$ cat config.mk
export PLATFORM = sky130hd
export DESIGN_NAME = tcu_timers
export DESIGN_NICKNAME = d
export VERILOG_FILES = /design/src/rtl/tcu_pkg.sv /design/src/rtl/tcu_prescaler.sv /design/src/rtl/tcu_pin_sampler.sv /design/src/rtl/tcu_timers.sv
export SDC_FILE = /design/constraint.sdc
export NUM_CORES = 1
export LEC_CHECK = 0
export BUFFER_PORTS_ARGS = -buffer_cell sky130_fd_sc_hd__buf_4
export CAP_MARGIN = 20
export CORE_MARGIN = 10
export CORE_UTILIZATION = 50
export DETAILED_ROUTE_END_ITERATION = 7
export PLACE_DENSITY = 0.76
export SYNTH_ARGS = -nofsm -noshare
export SYNTH_HDL_FRONTEND = slang
export SYNTH_SLANG_ARGS = --single-unit
$ cat constraint.sdc
create_clock -name clk_i -period 2.6 [get_ports clk_i]
set_input_delay 0.13 -clock clk_i [delete_from_list [all_inputs] [get_ports clk_i]]
set_output_delay 0.13 -clock clk_i [all_outputs]
set_load 0.03 [all_outputs]
$ cat src/rtl/tcu_pkg.sv
package tcu_pkg;

   // ==========================================================
   // register addresses
   localparam logic [7:0] ADR_TIMER_CONTROL_FLAGS  = 8'h88;
   localparam logic [7:0] ADR_TIMER_MODE_SELECT  = 8'h89;
   localparam logic [7:0] ADR_TL0   = 8'h8a;
   localparam logic [7:0] ADR_TL1   = 8'h8b;
   localparam logic [7:0] ADR_TH0   = 8'h8c;
   localparam logic [7:0] ADR_TH1   = 8'h8d;
   localparam logic [7:0] ADR_TIMER2_CONTROL = 8'hc9;
   localparam logic [7:0] ADR_RL2L  = 8'hca;
   localparam logic [7:0] ADR_RL2H  = 8'hcb;
   localparam logic [7:0] ADR_TL2   = 8'hcc;
   localparam logic [7:0] ADR_TH2   = 8'hcd;

   // ==========================================================
   // shared control register fields
   localparam int TC_TF1 = 7;
   localparam int TC_TR1 = 6;
   localparam int TC_TF0 = 5;
   localparam int TC_TR0 = 4;
   localparam int TC_IE1 = 3;
   localparam int TC_IT1 = 2;
   localparam int TC_IE0 = 1;
   localparam int TC_IT0 = 0;
   localparam logic [7:0] TIMER_CONTROL_FLAGS_RST = 8'h00;

   // ==========================================================
   // mode register fields
   localparam int TM_GATE1 = 7;
   localparam int TM_FN1   = 6;
   localparam int TM_M1_LO = 4;
   localparam int TM_GATE0 = 3;
   localparam int TM_FN0   = 2;
   localparam int TM_M0_LO = 0;
   localparam logic [7:0] TIMER_MODE_SELECT_RST = 8'h00;

   // ==========================================================
   // timer 2 control fields
   localparam int T2_TF  = 7;
   localparam int T2_RUN = 2;
   localparam int T2_FN  = 1;
   localparam logic [7:0] TIMER2_CONTROL_RST   = 8'h00;
   localparam logic [7:0] TIMER2_CONTROL_WMASK = 8'h06;
   localparam logic [7:0] COUNT_RST   = 8'h00;

   // ==========================================================
   // count structures and tick rate
   localparam logic [1:0] MODE_13    = 2'b00;
   localparam logic [1:0] MODE_16    = 2'b01;
   localparam logic [1:0] MODE_RLD   = 2'b10;
   localparam logic [1:0] MODE_SPLIT = 2'b11;
   localparam int         OSC_PER_TICK = 12;
   localparam logic [3:0] TICK_LAST = 4'(OSC_PER_TICK - 1);

   // ==========================================================
   // carriers
   typedef struct packed {
      logic       wr;
      logic [7:0] addr;
      logic [7:0] wdata;
   } tcu_sfr_s;

   typedef struct packed {
      logic t2;
      logic t1;
      logic t0;
      logic ex1;
      logic ex0;
   } tcu_ack_s;

   typedef struct packed {
      logic t2_ovf;
      logic t1_ovf;
      logic t0_ovf;
      logic ext1;
      logic ext0;
   } tcu_flags_s;

   typedef struct packed {
      logic       ovf;
      logic [7:0] hi;
      logic [7:0] lo;
   } tcu_cnt_s;

endpackage

$ cat src/rtl/tcu_prescaler.sv
`timescale 1ns/100ps
module tcu_prescaler (
   input  wire logic clk_i,
   input  wire logic rst_i,
   output logic      tick_o
);
   import tcu_pkg::*;

   logic [3:0] div_r;

   // ==========================================================
   // divide the oscillator by twelve, never held off
   // free running tick
   always_ff @(posedge clk_i) begin
      if (rst_i) begin
         div_r  <= 4'h0;
         tick_o <= 1'b0;
      end else begin
         div_r  <= (div_r == TICK_LAST) ? 4'h0 : div_r + 4'h1;
         tick_o <= (div_r == TICK_LAST);
      end
   end
endmodule

$ cat src/rtl/tcu_pin_sampler.sv
`timescale 1ns/100ps
module tcu_pin_sampler (
   input  wire logic clk_i,
   input  wire logic rst_i,
   input  wire logic tick_i,
   input  wire logic pin_i,
   output logic      fall_o
);
   logic smp_r;
   logic old_r;

   // ==========================================================
   // take one sample per tick, keep the previous one
   // sample each tick
   always_ff @(posedge clk_i) begin
      if (rst_i) begin
         smp_r <= 1'b0;
         old_r <= 1'b0;
      end else if (tick_i) begin
         smp_r <= pin_i;
         old_r <= smp_r;
      end
   end

   // count on the tick after a one-then-zero pair
   // one per two samples
   assign fall_o = tick_i & old_r & ~smp_r;
endmodule

$ cat src/rtl/tcu_timers.sv
`timescale 1ns/100ps
module tcu_timers (
   input  wire logic              clk_i,
   input  wire logic              rst_i,
   input  wire tcu_pkg::tcu_sfr_s sfr_i,
   input  wire tcu_pkg::tcu_ack_s ack_i,
   input  wire logic              ext0_interrupt_pin_i,
   input  wire logic              ext1_interrupt_pin_i,
   input  wire logic              timer0_count_input_i,
   input  wire logic              timer1_count_input_i,
   input  wire logic              timer2_count_input_i,
   output logic [7:0]             sfr_rdata_o,
   output tcu_pkg::tcu_flags_s    flags_o
);
   import tcu_pkg::*;

   // ==========================================================
   // one count step of a timer 0/1 unit in its mode
   function automatic tcu_cnt_s step(input logic [1:0] m,
                                     input logic [7:0] hi,
                                     input logic [7:0] lo,
                                     input logic       inc);
      tcu_cnt_s r;
      r.ovf = 1'b0;
      r.hi  = hi;
      r.lo  = lo;
      if (inc) begin
         case (m)
            MODE_13: begin
               r.lo[4:0] = lo[4:0] + 5'h01;
               if (lo[4:0] == 5'h1f) begin
                  r.hi  = hi + 8'h01;
                  r.ovf = (hi == 8'hff);
               end
            end
            MODE_16: begin
               {r.hi, r.lo} = {hi, lo} + 16'h0001;
               r.ovf = ({hi, lo} == 16'hffff);
            end
            MODE_RLD: begin
               r.lo  = (lo == 8'hff) ? hi : lo + 8'h01;
               r.ovf = (lo == 8'hff);
            end
            default: begin
               // split mode: low byte alone here
               r.lo  = lo + 8'h01;
               r.ovf = (lo == 8'hff);
            end
         endcase
      end
      return r;
   endfunction

   // ==========================================================
   // state
   logic [7:0] timer_control_flags_r;
   logic [7:0] timer_mode_select_r;
   logic [7:0] timer2_control_r;
   logic [7:0] tl0_r;
   logic [7:0] th0_r;
   logic [7:0] tl1_r;
   logic [7:0] th1_r;
   logic [7:0] tl2_r;
   logic [7:0] th2_r;
   logic [7:0] rl2l_r;
   logic [7:0] rl2h_r;
   logic       ext0_d_r;
   logic       ext1_d_r;

   // ==========================================================
   // tick and pin samplers
   logic tick;
   logic fall0;
   logic fall1;
   logic fall2;

   tcu_prescaler u_presc (
      .clk_i  (clk_i),
      .rst_i  (rst_i),
      .tick_o (tick)
   );

   tcu_pin_sampler u_smp0 (
      .clk_i  (clk_i),
      .rst_i  (rst_i),
      .tick_i (tick),
      .pin_i  (timer0_count_input_i),
      .fall_o (fall0)
   );

   tcu_pin_sampler u_smp1 (
      .clk_i  (clk_i),
      .rst_i  (rst_i),
      .tick_i (tick),
      .pin_i  (timer1_count_input_i),
      .fall_o (fall1)
   );

   tcu_pin_sampler u_smp2 (
      .clk_i  (clk_i),
      .rst_i  (rst_i),
      .tick_i (tick),
      .pin_i  (timer2_count_input_i),
      .fall_o (fall2)
   );

   // ==========================================================
   // register write decode
   logic       wr_timer_control_flags;
   logic       wr_timer_mode_select;
   logic       wr_timer2_control;
   logic       wr_tl0;
   logic       wr_th0;
   logic       wr_tl1;
   logic       wr_th1;
   logic       wr_tl2;
   logic       wr_th2;
   logic       wr_rl2l;
   logic       wr_rl2h;
   logic [7:0] wd;

   assign wr_tl0   = sfr_i.wr & (sfr_i.addr == ADR_TL0);
   assign wr_th0   = sfr_i.wr & (sfr_i.addr == ADR_TH0);
   assign wr_tl1   = sfr_i.wr & (sfr_i.addr == ADR_TL1);
   assign wr_th1   = sfr_i.wr & (sfr_i.addr == ADR_TH1);
   assign wr_tl2   = sfr_i.wr & (sfr_i.addr == ADR_TL2);
   assign wr_th2   = sfr_i.wr & (sfr_i.addr == ADR_TH2);
   assign wr_rl2l  = sfr_i.wr & (sfr_i.addr == ADR_RL2L);
   assign wr_rl2h  = sfr_i.wr & (sfr_i.addr == ADR_RL2H);
   assign wr_timer_control_flags  = sfr_i.wr & (sfr_i.addr == ADR_TIMER_CONTROL_FLAGS);
   assign wr_timer_mode_select  = sfr_i.wr & (sfr_i.addr == ADR_TIMER_MODE_SELECT);
   assign wr_timer2_control = sfr_i.wr & (sfr_i.addr == ADR_TIMER2_CONTROL);
   assign wd       = sfr_i.wdata;

   // ==========================================================
   // mode fields and count enables
   logic [1:0] m0;
   logic [1:0] m1;
   logic       split;
   logic       en0;
   logic       en1;
   logic       inc0;
   logic       inc1;
   logic       inc_th0;

   assign m0    = timer_mode_select_r[TM_M0_LO +: 2];
   assign m1    = timer_mode_select_r[TM_M1_LO +: 2];
   assign split = (m0 == MODE_SPLIT);

   assign en0 = timer_control_flags_r[TC_TR0]
              & (~timer_mode_select_r[TM_GATE0] | ext0_interrupt_pin_i);
   assign en1 = timer_control_flags_r[TC_TR1]
              & (~timer_mode_select_r[TM_GATE1] | ext1_interrupt_pin_i);

   assign inc0 = en0 & (timer_mode_select_r[TM_FN0] ? fall0 : tick);
   assign inc1 = en1 & (m1 != MODE_SPLIT)
               & (timer_mode_select_r[TM_FN1] ? fall1 : tick);
   // high byte timer-only on run 1
   assign inc_th0 = split & timer_control_flags_r[TC_TR1] & tick;

   // ==========================================================
   // count steps
   tcu_cnt_s s0;
   tcu_cnt_s s1;
   logic     th0_ovf;

   assign s0      = step(m0, th0_r, tl0_r, inc0);
   assign s1      = step(m1, th1_r, tl1_r, inc1);
   assign th0_ovf = inc_th0 & (th0_r == 8'hff);

   // ==========================================================
   // timer 2 step with reload on overflow
   logic        en2;
   logic        inc2;
   logic [15:0] c2_inc;
   logic        ovf2;

   assign en2    = timer2_control_r[T2_RUN];
   assign inc2   = en2 & (timer2_control_r[T2_FN] ? fall2 : tick);
   assign c2_inc = {th2_r, tl2_r} + 16'h0001;
   assign ovf2   = inc2 & ({th2_r, tl2_r} == 16'hffff);

   // ==========================================================
   // count byte next values, a write overrides the step
   logic [7:0] tl0_nxt;
   logic [7:0] th0_nxt;
   logic [7:0] tl1_nxt;
   logic [7:0] th1_nxt;
   logic [7:0] tl2_nxt;
   logic [7:0] th2_nxt;
   logic [7:0] th0_run;
   logic [7:0] tl2_run;
   logic [7:0] th2_run;

   assign th0_run = split ? th0_r + {7'h00, inc_th0} : s0.hi;
   assign tl2_run = ovf2 ? rl2l_r : (inc2 ? c2_inc[7:0]  : tl2_r);
   assign th2_run = ovf2 ? rl2h_r : (inc2 ? c2_inc[15:8] : th2_r);

   assign tl0_nxt = wr_tl0 ? wd : s0.lo;
   assign th0_nxt = wr_th0 ? wd : th0_run;
   assign tl1_nxt = wr_tl1 ? wd : s1.lo;
   assign th1_nxt = wr_th1 ? wd : s1.hi;
   assign tl2_nxt = wr_tl2 ? wd : tl2_run;
   assign th2_nxt = wr_th2 ? wd : th2_run;

   // ==========================================================
   // external interrupt detection
   logic ie0_set;
   logic ie1_set;

   assign ie0_set = timer_control_flags_r[TC_IT0]
                  ? (ext0_d_r & ~ext0_interrupt_pin_i)
                  : ~ext0_interrupt_pin_i;
   assign ie1_set = timer_control_flags_r[TC_IT1]
                  ? (ext1_d_r & ~ext1_interrupt_pin_i)
                  : ~ext1_interrupt_pin_i;

   // ==========================================================
   // flag next values, a set beats a service clear
   logic tf0_nxt;
   logic tf1_nxt;
   logic tf2_nxt;
   logic ie0_nxt;
   logic ie1_nxt;

   assign tf0_nxt = s0.ovf | (timer_control_flags_r[TC_TF0] & ~ack_i.t0);
   // timer 1 flag, split mode takes it
   assign tf1_nxt = (split ? th0_ovf : s1.ovf)
                  | (timer_control_flags_r[TC_TF1] & ~ack_i.t1);
   assign ie0_nxt = ie0_set | (timer_control_flags_r[TC_IE0] & ~ack_i.ex0);
   assign ie1_nxt = ie1_set | (timer_control_flags_r[TC_IE1] & ~ack_i.ex1);
   assign tf2_nxt = ovf2 | (timer2_control_r[T2_TF] & ~ack_i.t2);

   // ==========================================================
   // control register next values
   logic [7:0] timer_control_flags_nxt;
   logic [7:0] timer_mode_select_nxt;
   logic [7:0] timer2_control_nxt;
   logic [7:0] timer_control_flags_src;
   logic [7:0] t2_keep;

   assign timer_control_flags_src = wr_timer_control_flags ? wd : timer_control_flags_r;
   assign timer_control_flags_nxt = {tf1_nxt, timer_control_flags_src[TC_TR1],
                      tf0_nxt, timer_control_flags_src[TC_TR0],
                      ie1_nxt, timer_control_flags_src[TC_IT1],
                      ie0_nxt, timer_control_flags_src[TC_IT0]};
   assign timer_mode_select_nxt = wr_timer_mode_select ? wd : timer_mode_select_r;
   assign t2_keep  = (wr_timer2_control ? wd : timer2_control_r) & TIMER2_CONTROL_WMASK;
   assign timer2_control_nxt = t2_keep | {tf2_nxt, 7'h00};

   // ==========================================================
   // control and status registers
   // shared control reset
   always_ff @(posedge clk_i) begin
      if (rst_i) begin
         timer_control_flags_r   <= TIMER_CONTROL_FLAGS_RST;
         timer_mode_select_r   <= TIMER_MODE_SELECT_RST;
         timer2_control_r  <= TIMER2_CONTROL_RST;
         ext0_d_r <= 1'b1;
         ext1_d_r <= 1'b1;
      end else begin
         timer_control_flags_r   <= timer_control_flags_nxt;
         timer_mode_select_r   <= timer_mode_select_nxt;
         timer2_control_r  <= timer2_control_nxt;
         ext0_d_r <= ext0_interrupt_pin_i;
         ext1_d_r <= ext1_interrupt_pin_i;
      end
   end

   // ==========================================================
   // count and reload bytes
   always_ff @(posedge clk_i) begin
      if (rst_i) begin
         tl0_r  <= COUNT_RST;
         th0_r  <= COUNT_RST;
         tl1_r  <= COUNT_RST;
         th1_r  <= COUNT_RST;
         tl2_r  <= COUNT_RST;
         th2_r  <= COUNT_RST;
         rl2l_r <= COUNT_RST;
         rl2h_r <= COUNT_RST;
      end else begin
         tl0_r  <= tl0_nxt;
         th0_r  <= th0_nxt;
         tl1_r  <= tl1_nxt;
         th1_r  <= th1_nxt;
         tl2_r  <= tl2_nxt;
         th2_r  <= th2_nxt;
         rl2l_r <= wr_rl2l ? wd : rl2l_r;
         rl2h_r <= wr_rl2h ? wd : rl2h_r;
      end
   end

   // ==========================================================
   // read selection, unmapped addresses read zero
   logic [7:0] rd_mux;

   assign rd_mux =
      (sfr_i.addr == ADR_TIMER_CONTROL_FLAGS)  ? timer_control_flags_r  :
      (sfr_i.addr == ADR_TIMER_MODE_SELECT)  ? timer_mode_select_r  :
      (sfr_i.addr == ADR_TIMER2_CONTROL) ? timer2_control_r :
      (sfr_i.addr == ADR_TL0)   ? tl0_r   :
      (sfr_i.addr == ADR_TH0)   ? th0_r   :
      (sfr_i.addr == ADR_TL1)   ? tl1_r   :
      (sfr_i.addr == ADR_TH1)   ? th1_r   :
      (sfr_i.addr == ADR_TL2)   ? tl2_r   :
      (sfr_i.addr == ADR_TH2)   ? th2_r   :
      (sfr_i.addr == ADR_RL2L)  ? rl2l_r  :
      (sfr_i.addr == ADR_RL2H)  ? rl2h_r  : 8'h00;

   // ==========================================================
   // registered outputs: read data and flags for the core
   always_ff @(posedge clk_i) begin
      if (rst_i) begin
         sfr_rdata_o <= 8'h00;
         flags_o     <= '0;
      end else begin
         sfr_rdata_o    <= rd_mux;
         flags_o.t2_ovf <= tf2_nxt;
         flags_o.t1_ovf <= tf1_nxt;
         flags_o.t0_ovf <= tf0_nxt;
         flags_o.ext1   <= ie1_nxt;
         flags_o.ext0   <= ie0_nxt;
      end
   end
endmodule

# Yosys cells after proc, flatten, opt, wreduce, memory -nomap -nowiden
# Cells that the tools add are included.
# Widths: inputs -> output; s select.
[totals]
reg_bits = 114
latchBits = 0
mem_bits_rw = 0
romBits = 0
input_bits = 29
out_inout_bits = 13
wordCells = 184
memories = 0
[classes]
add_sub_neg = 11
mul = 0
div = 0
magnitude_cmp = 0
n_eq_ne = 31
n_shift = 0
n_mux = 43
n_bitwise = 54
n_reduce_logical = 15
[op_table]
columns = ["cell", "count"]
rows = [
  ["$mux 8", 24],
  ["$eq 8x8->1 const B", 15],
  ["$add 16x1->16 const B", 3],
  ["$eq 16x16->1 const B", 3],
  ["$and 1x1->1", 34],
  ["$mux 17", 2],
  ["$add 8x1->8 const B", 4],
  ["$pmux 8 s2", 2],
  ["$pmux 5 s3", 2],
  ["$mux 9", 2],
  ["$pmux 3 s3", 2],
  ["$not 1->1", 12],
  ["$reduce_bool 3->1", 4],
  ["$add 5x1->5 const B", 2],
  ["$eq 5x5->1 const B", 2],
  ["$add 8x1->8", 1],
  ["$or 3x8->8", 1],
  ["$or 1x1->1", 7],
  ["$eq 2x2->1 const B", 3],
  ["$mux 1", 6],
  ["$ne 2x2->1 const B", 3],
  ["$reduce_and 3->1", 2],
  ["$reduce_bool 2->1", 3],
  ["$add 4x1->4 const B", 1],
  ["10 further kinds", 14],
]

# Logic depth before layout (Yosys ltp)
[logic_depth]
ltp_word = 12
depth_mapped = 11
mapped_depth_nobuf = 10

# Hierarchy
# Synthesis repeated with hierarchy kept, for this count alone.
[hier_totals]
cells_unflattened = 904
hier_area_um2 = 7094.3
[modules_own_cells]
columns = ["mod", "n_inst", "cells_per_inst", "area_per_inst_um2", "seq_area_each_um2"]
rows = [
  ["tcu_timers", 1, 865, 6662.6, 1861.8],
  ["tcu_pin_sampler", 3, 7, 77.6, 40.0],
  ["tcu_prescaler", 1, 18, 198.9, 100.1],
]

# Worst setup path before layout
# OpenSTA, ideal clock, no wires.
[synth_path]
kind = "register to register"
startpoint = "register timer_mode_select_r[1]"
endpoint = "register th0_r[4]"
setup_ns = 0.132
t_arrival_ns = 2.131
required_ns = 2.468
path_slack_ns = 0.336
stages_incl_launch_ff = 11
path_buffers = 1
synth_period_minus_slack_ns = 2.264
path_cell_list = "dfxtp_1 > ha_1 > clkbuf_1 > clkinv_1 > nor2_1 > ha_1 > ha_1 > nand3_1 > a31o_1 > a221oi_1 > a21oi_1"
[synth_between]
elab_chain_cells = 6
[synth_rtl]
columns = ["item", "line", "text"]
rows = [
  ["start, declared", "tcu_timers.sv:57", "logic [7:0] timer_mode_select_r;"],
  ["start signal, assigned", "tcu_timers.sv:263", "timer_mode_select_r <= timer_mode_select_nxt;"],
  ["$eq 2x2->1", "tcu_timers.sv:148", "assign split = (m0 == MODE_SPLIT);"],
  ["$and 1x1->1 (2 in series)", "tcu_timers.sv:159", "assign inc_th0 = split & timer_control_flags_r[TC_TR1] & tick;"],
  ["$add 8x1->8", "tcu_timers.sv:195", "assign th0_run = split ? th0_r + {7'h00, inc_th0} : s0.hi;"],
  ["$mux 8", "tcu_timers.sv:195", ""],
  ["$mux 8", "tcu_timers.sv:200", "assign th0_nxt = wr_th0 ? wd : th0_run;"],
  ["end signal, assigned", "tcu_timers.sv:284", "th0_r <= th0_nxt;"],
  ["end, declared", "tcu_timers.sv:60", "logic [7:0] th0_r;"],
]
# Parallel ways exist; a longest one is shown, timed or not. The select of a mux whose other input is x is not followed.
# A chain may end at the register's enable or synchronous reset.

# Worst setup path after layout
[layout_path]
startpoint = "register tl0_r[0]"
endpoint = "register th0_r[0]"
[layout_between]
elab_chain_cells = 5
[layout_rtl]
columns = ["item", "line", "text"]
rows = [
  ["start, declared", "tcu_timers.sv:59", "logic [7:0] tl0_r;"],
  ["start signal, assigned", "tcu_timers.sv:283", "tl0_r <= tl0_nxt;"],
  ["$add 16x1->16", "tcu_timers.sv:37", "{r.hi, r.lo} = {hi, lo} + 16'h0001;"],
  ["$pmux 8 s2", "tcu_timers.sv:28", "case (m)"],
  ["$mux 17", "tcu_timers.sv:27", "if (inc) begin"],
  ["$mux 8", "tcu_timers.sv:195", ""],
  ["$mux 8", "tcu_timers.sv:200", ""],
]
# Parallel ways exist; a longest one is shown, timed or not. The select of a mux whose other input is x is not followed.

==> impl_metrics.tcl <==
set metrics [dict create \
    outcome "finished, final reports clean" \
    nets 988 \
    finalWorstPathRequiredPeriod_ns 2.34 \
    whs_endpoint "u_smp1.smp_r" \
    overflow_after_grt 0 \
    p_leak_nw 2.72 \
    totalWireLength_um 23300 \
    asyncSetResetFlopFracSynth_pct 0 \
    number_of_placed_i_o_pins 42 \
    synthesis.instances 923 \
    place.detailed.hpwl_um 16800 \
    num-fill-cells 1271 \
    port-buffer-count 41 \
    routabilityCongestion 0.997 \
    cts_resized 0 \
    syn_area_um2 6940 \
    powerDensity_nw_per_um2 429 \
    rows 42 \
    timing_hold_violations_final 0 \
    timing.reg2reg.worst_path_depth 8 \
    vias_in_the_first_global_route 6610 \
    clock-sinks 104 \
    worst_hold_startpoint "timer1_count_input_i" \
    die-width_um 138 \
    die_area_um2 19000 \
    ys_warn_count 0 \
    final_cell_area_um2 7720 \
    power.total_w 0.00331 \
    crit_required_ns 2.84 \
    routed_len_inst_um 20.8 \
    critPathCaptureType "flop" \
    crit_path_max_fanout 6 \
    ff_latch_area_um2 2080 \
    synth-edff-count 0 \
    area.growth.synth_to_final_pct 11.4 \
    yosys.cell_types.count 73 \
    worstHoldPathType "in2reg" \
    layout.cells.non_filler 1122 \
    pin_count_of_the_biggest_net_entering_global_routing 55 \
    yosys.area.top_type_share_pct 30.0 \
    setup_total_negative_slack_ns 0 \
    reg2reg_setup_slack_ns 0.26 \
    clk_latency_ns 0.37 \
    htree_levels 3 \
    initial_core_util_pct 51.8 \
    r2r-end "th0_r[0]" \
    first_iter_violations 1099 \
    die-height_um 138 \
    clk_root_buf "clkbuf_16" \
    path_class "reg2reg" \
    final_core_utilization_pct 57.6 \
    tritoncts "done" \
    synth_nets 970 \
    timing.max_slew.rel_slack_pct 56.0 \
    final_min_period_over_clock_period_pct 89.8 \
    worst_clock_skew_ns 0.0121 \
    cell_types_with_the_largest_area_share_after_synthesis "dfxtp_1 30%, a21oi_1 6.9%, nor2_1 6.6%" \
    placed_cells_incl_taps 1103 \
    syn_avg_cell_area_um2 7.51 \
    wire_length_of_the_first_global_routing_pass_um 36300 \
    cts_inserted_buffers 9 \
    max_slew.worst_pin.slew_ns 0.658 \
    worst_setup_hold_path_clk_slew_ns 0.07 \
    worst_r2r_startpoint "tl0_r[0]" \
    post_dp_cell_area_um2 7380 \
    detail-route-antenna-nets 0 \
    antenna-diode-count 0 \
    worstHoldPathCells 3 \
    yosys.area.top_type "dfxtp_1" \
    area_of_the_multi_input_gates_um2 4500 \
    vdd_drop_max_uv 379 \
    fmax_mhz 428 \
    core-area_um2 13400 \
    setup_viol 0 \
    via_count 7384 \
    ctsLongestPathBuffers 2 \
    drc 0 \
    unrepaired_setup_endpoints_after_global_routing "false" \
    crit_arrival_ns 2.58 \
    post_route_cells_drive_above_1_share_pct 11.1 \
    drt-vias-per-instance 6.58 \
    antenna_found_initial 0 \
    startpoint_class "flop" \
    grt_util_all_layers_pct 24.2 \
    max_cap_viol_count 0 \
    drt_pre_antenna_iters 7 \
    synth_seq_cells 104 \
    number_of_pins_with_negative_max_slew_slack_in_the_final_report 0 \
    dominantRegCellSynth "dfxtp_1" \
    synth-seq-area-share_pct 30.0 \
]
-- flip-flops by register name, summed over array words and instances (netlist names), 3 cells and up --
register	flops
tl2_r	8
tl1_r	8
sfr_rdata_o	8
rl2l_r	8
th1_r	8
tl0_r	8
th2_r	8
timer_mode_select_r	8
th0_r	8
rl2h_r	8
timer_control_flags_r	8
timer2_control_r	3
u_presc.div_r	4
-- worst max-delay path by stage --
stage | from | endpoint | slack (ns)
floorplan | timer_mode_select_r[1] | th0_r[4] | 0.34
global placement | tl0_r[0] | th0_r[0] | 0.38
detailed placement | tl0_r[0] | th0_r[0] | 0.31
CTS | tl0_r[0] | th0_r[0] | 0.30
global route | tl0_r[0] | th0_r[0] | 0.12
finish | tl0_r[0] | th0_r[0] | 0.26
-- routing by layer --
metal  up-vias  global-route usage, %  routed length, µm
li1       3431                      -                  -
met1      3482                   33.9              10100
met2       425                   35.8              10200
met3        46                   4.37               2270
met4         0                   9.56                701
met5         -                      0                  0
-- synth_stat cells, types with 7 or more instances --
master / number
nand4_1: 20
nor2b_1: 9
nand3_1: 43
nand2_1: 84
xor2_1: 13
o21ai_0: 38
o211ai_1: 17
ha_1: 18
or3_1: 12
a21oi_1: 95
a221oi_1: 9
nor2_1: 122
nor4_1: 10
inv_1: 21
o22ai_1: 12
a211oi_1: 15
dfxtp_1: 104
and3_1: 10
clkbuf_1: 40
nor3_1: 18
mux2i_1: 38
a211o_1: 7
and4_1: 8
xnor2_1: 12
nand2b_1: 12
buf_2: 10
a21o_1: 7
-- cell families after synthesis --
family	synth area share [%]
compound gates	25.5
simple gates	27.0
buf+inv	5.16
xor+xnor	3.16
fa+ha+maj	3.25
mux	5.97
flops	30.0
-- final cells by class --
cell class | count | share of cell area [%]
clock inverter | 6 | 0.939
clock buffer | 10 | 3.09
tap | 176 | 2.85
timing repair buffer | 69 | 6.80
sequential | 104 | 27.0
inverter | 24 | 1.17
multi-input combinational | 733 | 58.2
-- layout by cell type (no fill, tap or decap), drive strengths merged, types with 13 or more instances in the layout --
cell	n
a21oi	95
nand4	21
nand3	43
nand2	85
a211oi	17
nor3	21
mux2i	38
o211ai	17
ha	18
buf	66
o21ai	43
nor2	124
inv	27
nand2b	13
xor2	13
dfxtp	104
-- worst max-delay path: stages, from the launching register on --
cell,delay (ns)
dfxtp_1,0.36
ha_1,0.28
and3_1,0.20
ha_1,0.22
mux2i_1,0.24
nor2_1,0.09
o21ai_1,0.38
a221oi_1,0.09
a2111oi_0,0.35
-- through the flow --
stage / hold WS [ns] / setup WS, ns
2_1_floorplan: 0.237 / 0.336
3_3_place_gp: 0.348 / 0.380
3_5_place_dp: 0.351 / 0.311
4_1_cts: 0.00115 / 0.303
5_1_grt: 0.0253 / 0.120
6_report: 0.00399 / 0.264
-- power by group --
| group | leakage [nW] | switching (W) | total, W | internal [W] |
|---|---|---|---|---|
| logic | 1.73 | 0.000169 | 0.000253 | 0.0000837 |
| clock network | 0.151 | 0.000661 | 0.00145 | 0.000788 |
| registers | 0.839 | 0.00000911 | 0.00161 | 0.00160 |
-- what timing repair did --
item	in CTS	in global routing
buffers inserted	0	0
hold buffers	3	0
endpoints found under the hold margin	3	0
(Power assumes the default switching activity.)
